`src/common/npecc_pkg.sv`:
```
`default_nettype none
package npecc_pkg;
    // register offsets within the peripheral window
    localparam logic [7:0] OFS_CODE_CONTROL = 8'h00;
    localparam logic [7:0] OFS_PAGE_SIZE_MODE = 8'h04;
    localparam logic [7:0] OFS_ERROR_STATUS = 8'h08;
    localparam logic [7:0] OFS_CHECK_BITS = 8'h0c;
    localparam logic [7:0] OFS_INV_CHECK_BITS = 8'h10;
    // field positions
    localparam int BIT_SW_CLEAR = 0;
    localparam int BIT_RECOVERABLE = 0;
    localparam int BIT_CODE_AREA = 1;
    localparam int BIT_MULTIPLE = 2;
    // values after reset
    localparam logic [1:0] RST_PAGE_LENGTH = 2'h0;
    localparam logic [15:0] RST_CHECK = 16'h0000;
    // page geometry: total words per page size code, and main-area words
    localparam logic [12:0] PAGE_WORDS_528 = 13'h0210;
    localparam logic [12:0] MAIN_WORDS_BASE = 13'h0200;
    // memory commands that restart the code
    localparam logic [7:0] CMD_PAGE_READ = 8'h00;
    localparam logic [7:0] CMD_PAGE_PROGRAM = 8'h80;
    localparam logic [15:0] ALL_LOC_ONES = 16'hffff;

    // one snooped cycle on the memory bus
    typedef struct packed {
        logic cmd_strobe;
        logic addr_strobe;
        logic data_strobe;
        logic [15:0] data;
    } npecc_snoop_t;

    // error flags as they sit in the status register
    typedef struct packed {
        logic multiple_error_flag;
        logic code_area_error_flag;
        logic recoverable_error_flag;
    } npecc_status_t;

    typedef enum logic [2:0] {
        ST_IDLE, ST_WAIT_ADDR, ST_MAIN, ST_SPARE, ST_DONE
    } npecc_state_t;
endpackage : npecc_pkg
`default_nettype wire

```
`src/design/npecc_unit.sv`:
```
`default_nettype none
module npecc_unit
    import npecc_pkg::*;
(
    input wire logic clk,
    input wire logic srst,
    input wire logic psel,
    input wire logic penable,
    input wire logic pwrite,
    input wire logic [7:0] paddr,
    input wire logic [31:0] pwdata,
    output logic [31:0] prdata,
    input wire npecc_snoop_t snoop,
    input wire logic wide_bus
);

    ////////////////////////////////////////////////////////////////////////////
    // helpers

    // main-area words for a page size code: 512 << code
    function automatic logic [12:0] main_words(input logic [1:0] sel);
        main_words = MAIN_WORDS_BASE << sel;
    endfunction : main_words

    // line and column parity contribution of one word; {inverted, direct}
    function automatic logic [31:0] word_code(input logic [15:0] w, input logic [11:0] idx,
                                              input logic wide);
        logic [15:0] p;
        logic [15:0] n;
        logic wp;
        p = 16'h0000;
        n = 16'h0000;
        wp = wide ? ^w : ^w[7:0];
        for (int i = 0; i < 12; i++) begin
            if (idx[i]) begin
                p[4+i] = wp;
            end else begin
                n[4+i] = wp;
            end
        end
        for (int k = 0; k < 16; k++) begin
            if (wide || k < 8) begin
                for (int b = 0; b < 4; b++) begin
                    if (k[b]) begin
                        p[b] = p[b] ^ w[k];
                    end else begin
                        n[b] = n[b] ^ w[k];
                    end
                end
            end
        end
        word_code = {n, p};
    endfunction : word_code

    ////////////////////////////////////////////////////////////////////////////
    // state

    npecc_state_t state, next_state;
    logic is_read, next_is_read;
    logic [12:0] word_cnt, next_word_cnt;
    logic [1:0] spare_cnt, next_spare_cnt;
    logic [15:0] acc_p, next_acc_p, acc_n, next_acc_n;
    logic [31:0] stored, next_stored;
    logic [15:0] check_bits, next_check_bits, inv_check, next_inv_check;
    npecc_status_t status, next_status;
    logic [1:0] page_length_select, next_page_length_select;
    logic [31:0] next_prdata;
    logic wr_access, sw_clear, eval_now, rd_setup;
    logic [15:0] syn_p, syn_n;
    logic [31:0] contrib;

    assign wr_access = psel && penable && pwrite;
    assign rd_setup = psel && !penable && !pwrite;
    assign sw_clear = wr_access && paddr == OFS_CODE_CONTROL && pwdata[BIT_SW_CLEAR];
    assign contrib = word_code(snoop.data, word_cnt[11:0], wide_bus);
    assign syn_p = acc_p ^ stored[15:0];
    assign syn_n = acc_n ^ stored[31:16];

    ////////////////////////////////////////////////////////////////////////////
    // page engine: restart, main-area count, spare code capture, evaluation

    always_comb begin
        next_state = state;
        next_is_read = is_read;
        next_word_cnt = word_cnt;
        next_spare_cnt = spare_cnt;
        next_acc_p = acc_p;
        next_acc_n = acc_n;
        next_stored = stored;
        next_check_bits = check_bits;
        next_inv_check = inv_check;
        next_status = status;
        eval_now = 1'b0;
        // software clear goes first so a same-cycle result still lands
        if (sw_clear) begin
            next_check_bits = RST_CHECK;
            next_inv_check = RST_CHECK;
            next_status = '0;
        end
        if (snoop.cmd_strobe && (snoop.data[7:0] == CMD_PAGE_READ ||
                                 snoop.data[7:0] == CMD_PAGE_PROGRAM)) begin
            // restart; any other command leaves the engine alone
            next_state = ST_WAIT_ADDR;
            next_is_read = snoop.data[7:0] == CMD_PAGE_READ;
            next_check_bits = RST_CHECK;
            next_inv_check = RST_CHECK;
            next_status = '0;
        end else begin
            unique case (state)
                ST_IDLE, ST_DONE: begin
                    // results stay frozen until a page read or page program command or a software clear
                end
                ST_WAIT_ADDR: begin
                    if (snoop.addr_strobe) begin
                        next_state = ST_MAIN;
                        next_word_cnt = '0;
                        next_spare_cnt = '0;
                        next_acc_p = RST_CHECK;
                        next_acc_n = RST_CHECK;
                    end
                end
                ST_MAIN: begin
                    if (snoop.data_strobe) begin
                        next_acc_p = acc_p ^ contrib[15:0];
                        next_acc_n = acc_n ^ contrib[31:16];
                        next_word_cnt = word_cnt + 13'h0001;
                        if (word_cnt == main_words(page_length_select) - 13'h0001) begin
                            if (is_read) begin
                                next_state = ST_SPARE;
                            end else begin
                                next_state = ST_DONE;
                                next_check_bits = next_acc_p;
                                next_inv_check = next_acc_n;
                            end
                        end
                    end
                end
                ST_SPARE: begin
                    // stored code follows the main area: low half, then inverted half
                    if (snoop.data_strobe) begin
                        next_stored = wide_bus ? {snoop.data, stored[31:16]}
                                               : {snoop.data[7:0], stored[31:8]};
                        next_spare_cnt = spare_cnt + 2'h1;
                        if (wide_bus ? spare_cnt == 2'h1 : spare_cnt == 2'h3) begin
                            next_state = ST_DONE;
                            eval_now = 1'b1;
                        end
                    end
                end
            endcase
        end
        if (eval_now) begin
            next_check_bits = (next_stored[15:0] ^ acc_p);
            next_inv_check = (next_stored[31:16] ^ acc_n);
            if ((next_check_bits | next_inv_check) == 16'h0000) begin
                next_status = '0;
            end else if ((next_check_bits ^ next_inv_check) == ALL_LOC_ONES) begin
                next_status.recoverable_error_flag = 1'b1;
            end else if ($onehot({next_inv_check, next_check_bits})) begin
                next_status.code_area_error_flag = 1'b1;
            end else begin
                next_status.recoverable_error_flag = 1'b1;
                next_status.multiple_error_flag = 1'b1;
            end
        end
    end

    always_ff @(posedge clk) begin
        if (srst) begin
            state <= ST_IDLE;
            is_read <= 1'b0;
            word_cnt <= '0;
            spare_cnt <= '0;
            acc_p <= RST_CHECK;
            acc_n <= RST_CHECK;
            stored <= '0;
            check_bits <= RST_CHECK;
            inv_check <= RST_CHECK;
            status <= '0;
        end else begin
            state <= next_state;
            is_read <= next_is_read;
            word_cnt <= next_word_cnt;
            spare_cnt <= next_spare_cnt;
            acc_p <= next_acc_p;
            acc_n <= next_acc_n;
            stored <= next_stored;
            check_bits <= next_check_bits;
            inv_check <= next_inv_check;
            status <= next_status;
        end
    end

    ////////////////////////////////////////////////////////////////////////////
    // register bank: read data is fetched in setup so it stands in access

    always_comb begin
        next_page_length_select = page_length_select;
        next_prdata = prdata;
        if (wr_access && paddr == OFS_PAGE_SIZE_MODE) begin
            next_page_length_select = pwdata[1:0];
        end
        if (rd_setup) begin
            unique case (paddr)
                OFS_PAGE_SIZE_MODE: next_prdata = {30'h0, page_length_select};
                OFS_ERROR_STATUS: next_prdata = {29'h0, status};
                OFS_CHECK_BITS: next_prdata = {16'h0, check_bits};
                OFS_INV_CHECK_BITS: next_prdata = {16'h0, inv_check};
                default: next_prdata = 32'h0; // control is write-only
            endcase
        end
    end

    always_ff @(posedge clk) begin
        if (srst) begin
            page_length_select <= RST_PAGE_LENGTH;
            prdata <= 32'h0;
        end else begin
            page_length_select <= next_page_length_select;
            prdata <= next_prdata;
        end
    end

    ////////////////////////////////////////////////////////////////////////////
    // checks

    chk_sw_clear_regs: assert property (@(posedge clk) disable iff (srst)
        sw_clear && !eval_now && state != ST_MAIN |=> check_bits == 16'h0 && inv_check == 16'h0)
        else $error("software clear left check registers set");

    chk_mode_written: assert property (@(posedge clk) disable iff (srst)
        wr_access && paddr == OFS_PAGE_SIZE_MODE |=> page_length_select == $past(pwdata[1:0]))
        else $error("page size write not taken");

    chk_cmd_restart: assert property (@(posedge clk) disable iff (srst)
        snoop.cmd_strobe && snoop.data[7:0] == CMD_PAGE_PROGRAM
        |=> state == ST_WAIT_ADDR && status == '0 && check_bits == 16'h0)
        else $error("program command did not restart the unit");

    chk_main_end: assert property (@(posedge clk) disable iff (srst)
        state == ST_MAIN && snoop.data_strobe && !snoop.cmd_strobe &&
        word_cnt == main_words(page_length_select) - 13'h0001
        |=> state == (is_read ? ST_SPARE : ST_DONE))
        else $error("main area end missed");

    chk_frozen_result: assert property (@(posedge clk) disable iff (srst)
        state == ST_DONE && !snoop.cmd_strobe && !sw_clear |=> $stable(check_bits))
        else $error("result changed while frozen");

    chk_mult_implies_rec: assert property (@(posedge clk) disable iff (srst)
        status.multiple_error_flag |-> status.recoverable_error_flag)
        else $error("multiple error without error flag");

    chk_single_location: assert property (@(posedge clk) disable iff (srst)
        eval_now ##1 status.recoverable_error_flag && !status.multiple_error_flag
        |-> (check_bits ^ inv_check) == ALL_LOC_ONES)
        else $error("single error location inconsistent");

    chk_code_area_onehot: assert property (@(posedge clk) disable iff (srst)
        $rose(status.code_area_error_flag) |-> $onehot({inv_check, check_bits}))
        else $error("code area error without single bit");

    chk_unmapped_zero: assert property (@(posedge clk) disable iff (srst)
        rd_setup && paddr > OFS_INV_CHECK_BITS |=> prdata == 32'h0)
        else $error("unmapped read not zero");

endmodule : npecc_unit
`default_nettype wire

```
`config.mk`:
```
export PLATFORM = sky130hd
export DESIGN_NAME = npecc_unit
export DESIGN_NICKNAME = d
export VERILOG_FILES = /design/src/common/npecc_pkg.sv /design/src/design/npecc_unit.sv
export SDC_FILE = /design/constraint.sdc
export NUM_CORES = 1
export LEC_CHECK = 0
export ABC_AREA = 1
export BUFFER_PORTS_ARGS = -buffer_cell sky130_fd_sc_hd__clkbuf_2
export CORE_MARGIN = 2
export CORE_UTILIZATION = 25
export DETAILED_ROUTE_END_ITERATION = 10
export PLACE_DENSITY = 0.39
export SLEW_MARGIN = 5
export SYNTH_ARGS = -nofsm -noshare
export SYNTH_HDL_FRONTEND = slang
export SYNTH_SLANG_ARGS = --single-unit
```
`constraint.sdc`:
```
create_clock -name clk -period 8.5 [get_ports clk]
set_input_delay 0.425 -clock clk [delete_from_list [all_inputs] [get_ports clk]]
set_output_delay 0.425 -clock clk [all_outputs]
set_load 0.1 [all_outputs]
```
==> results.md <==
* Cts hold-fix bufs at 0
* Final hold vios at 0
* Leak at 0.00456 uW
* GRT overflow at 0
* Pins Over Slew Limit at 0
* Routed WL at 34.5 mm
* Met2 Use GR at 0.311
* Grt peak-use layer: met2
* CTS tree: built
* CTS Root Cell: clkbuf_16
* Worst reg2reg path endpoint: status[2]
* Worst Clk Skew at 0.0151 ns
* All-Layer GR Usage at 0.186
* Outcome: finished, final reports clean
* GP Congestion at 0.833
* Critical path startpoint category: flip-flop
* Antenna-violating nets left at 0
* Chip width at about 200 microns
* Netlist cell types at 49
* R2R cell count at 21
* Final min period at 6.93 ns
* Initial antenna violation count at 0
* Main combinational cell family by area after synthesis: simple AND/OR/NAND/NOR gates
* Relative slew slack at 0.384
* Fin Hold WS at 0.276 ns
* Mean Syn Cell Area at 6.57 sq um
* Crit path DAT at 7.26 ns
* Reg2Reg Launch Point: state[1]
* Compound-gate portion of the synthesized area at 0.120
* WP data required at between 8 and 9 ns
* Die area at 0.0385 sq mm
* Flops & latches, synth at 136
* Clk pwr share at 0.501
* Max cap viols at 0
* Initial Util at 0.253
* # DRC at 0
* Final nets at 1554
* Share of layout cells above drive strength 1 at 0.102
* Diodes inserted at 0
* CP Capture Point: status[2]
* Hold Crit Class: input pin to flip-flop
* Fin cells at 1915
* CP Class: flip-flop to flip-flop
* Part of the power in registers at 0.366
* VDD IR max at approximately 0.00014 V
* R2R Setup Slk at 1.57 ns
* Yosys warnings at 0
* Grt met1 use at 0.246
* Crit-path max FO at 22
* EDFF count, synth at 0
* Largest net degree at the start of global routing at 61
* Top-count cell post-synth: nand2_1
* Mux cell area share after synthesis at 0.00650
* Origin of the worst setup path: state[1]
* Synth Area in XOR/XNOR at 0.0436
* Top post-synthesis cells by area: dfxtp_1, nand2_1, nand3_1, inv_1, a21oi_1
* Row count at 70
* P_int at 1250 uW
* Routed vias at 8841
* Number of CTS-inserted buffers at 17
* Ports at 97
* Switching pwr at about 490 uW
* Clk buf depth at 2
* Max Fclk at 144 MHz
* Synth cell count leaders: nand2_1, inv_1, dfxtp_1, nand3_1, a21oi_1
* Final setup vio count at 0
* Dpl cells at 1885
* Main flop type after synthesis: dfxtp_1
* Yosys top cell area share at 0.295
* Global-route wire length before repair at 52.9 mm
* Setup repair bufs after CTS at 0
* Combinational power share at 0.133
* Pre-CTS setup slack at 1.17 ns
* PortBufs at 50
* Post-Synthesis Cells at 1407
* Switching Fraction at 0.283
* Routed wire per std cell at approximately 18 microns
* Via-to-Cell Ratio at roughly 4.6
* Clock Sinks at 136
* Synth area leader: dfxtp_1
* Vias in the first global route at 8553
* Final WS setup at 1.57 ns
* Adder-cell share of the synthesized area at 0.0913
* Async set-reset flop share out of synthesis at 0
* Unrepaired setup endpoints after global routing: no
* Least-Margin Pin Slew at 0.921 ns
* Met3 Use GR at 0.0301
* Pwr dens at ~170 mW/mm^2
* CP Capture Type: flip-flop
* PostCTS Resize Cnt at 0
* Die span in y at 196 microns
* Final HPWL DP at 25.9 mm
* Final period util at 0.816
* Seq/Total Area, Yosys at 0.295
* Area grow syn2layout at 14.2%
* Post-route setup TNS at 0 ns
* Worst-path clk slew at 0.06 ns
* Util after Layout at 0.289
* Netlist Area Pre-Place at 0.00924 sq mm
* Drt pass-1 iters at 5
* Skew-Pair Late Insertion Delay at 0.45 ns
* Synth Area in Simple Gates at 0.332
* Starting DRT DRC Count at 502
* H-tree depth at 4
* Core area at 0.0365 sq mm
worst min path at each step:
stage | end | cells after the start | startpoint | slack [ns]
2_1_floorplan | acc_n[3] | 2 | acc_n[3] | 0.46
3_3_place_gp | prdata[9] | 2 | prdata[9] | 0.46
3_5_place_dp | prdata[7] | 2 | prdata[7] | 0.46
4_1_cts | page_length_select[1] | 3 | pwdata[1] | 0.25
5_1_grt | page_length_select[1] | 3 | pwdata[1] | 0.28
6_report | page_length_select[1] | 3 | pwdata[1] | 0.28
layout by cell type, fill, tap and decap left out, types with 2 or more instances in the layout:
master	instances
o21ai_1	6
o211a_1	2
xor2_1	31
nand4_1	12
clkbuf_16	17
nand2_2	3
o211ai_1	5
nand3_2	2
mux2i_1	6
xnor2_1	15
inv_1	157
nor4_1	6
nand3b_1	2
nand3_1	135
a31oi_1	3
bufinv_16	6
o22ai_1	5
clkinv_4	3
clkbuf_2	49
nor3_2	7
inv_2	8
clkinv_2	2
a21oi_1	107
a2bb2oi_1	2
a22o_1	4
nor2_1	78
conb_1	16
fa_1	24
ha_1	29
o21ai_0	67
nand2_1	439
or2_2	21
buf_4	20
nor3_1	3
nor2_2	4
dfxtp_1	136
cell families (layout without fill, tap and decap cells):
family / after synthesis / after routing
xor gates and xnor gates: 46 / 46
buffers and inverters: 241 / 266
other: 1 / 16
and+or+nand+nor: 718 / 718
adders and majority gates: 53 / 53
muxes: 6 / 6
AOI/OAI and AO/OA: 206 / 206
DFF: 136 / 136
worst max-delay path: stages (launching register included):
cell and delay, ns:
dfxtp_1 0.37, nand2_1 0.12, inv_2 0.08, nand2_2 0.08, nor2_2 0.18, nand2_2 0.30, mux2i_1 0.69, or2_2 0.24
nand2_1 0.12, fa_1 0.49, fa_1 0.55, fa_1 0.45, fa_1 0.52, fa_1 0.55, inv_1 0.08, fa_1 0.49
ha_1 0.24, fa_1 0.39, a211o_1 0.30, nor3b_1 0.33, nand3b_1 0.17, a21oi_1 0.07
flip-flops by register name, indices dropped and copies added (netlist names):
name                flops
inv_check              16
word_cnt               13
status                  3
page_length_select      2
stored                 32
state                   3
prdata                 16
acc_p                  16
is_read                 1
check_bits             16
acc_n                  16
spare_cnt               2
layer usage:
metal	routed length [microns]	share of wire
met1	16700	0.48
met2	16100	0.47
met5	0	0
met3	955	0.028
met4	782	0.023
through the flow:
| step | total power (uW) | instance area (sq um) |
|---|---|---|
| after floorplan | 817 | 9300 |
| after global routing | 1810 | 10500 |
| after CTS | 1760 | 10500 |
| final | 1740 | 10500 |
| after detailed placement | 885 | 9890 |
| after global placement | 886 | 9890 |
power groups by stage:
stage               Clock, uW  Combinational (uW)  Sequential, uW
floorplan                   0                 165             652
global placement            0                 233             653
detailed placement          0                 233             653
CTS                       891                 233             638
global route              919                 253             638
finish                    873                 232             638
cell type report:
class                           instances  area, sq um
Timing Repair Buffer                   69          395
Inverter                              167          632
Sequential cell                       136         2720
Clock inverter                         12          224
Clock buffer                           18          439
Tap cell                              468          586
Multi-Input combinational cell       1045         5550
Fill cell                            4045        26000
Power figures use the tool's default switching activity.
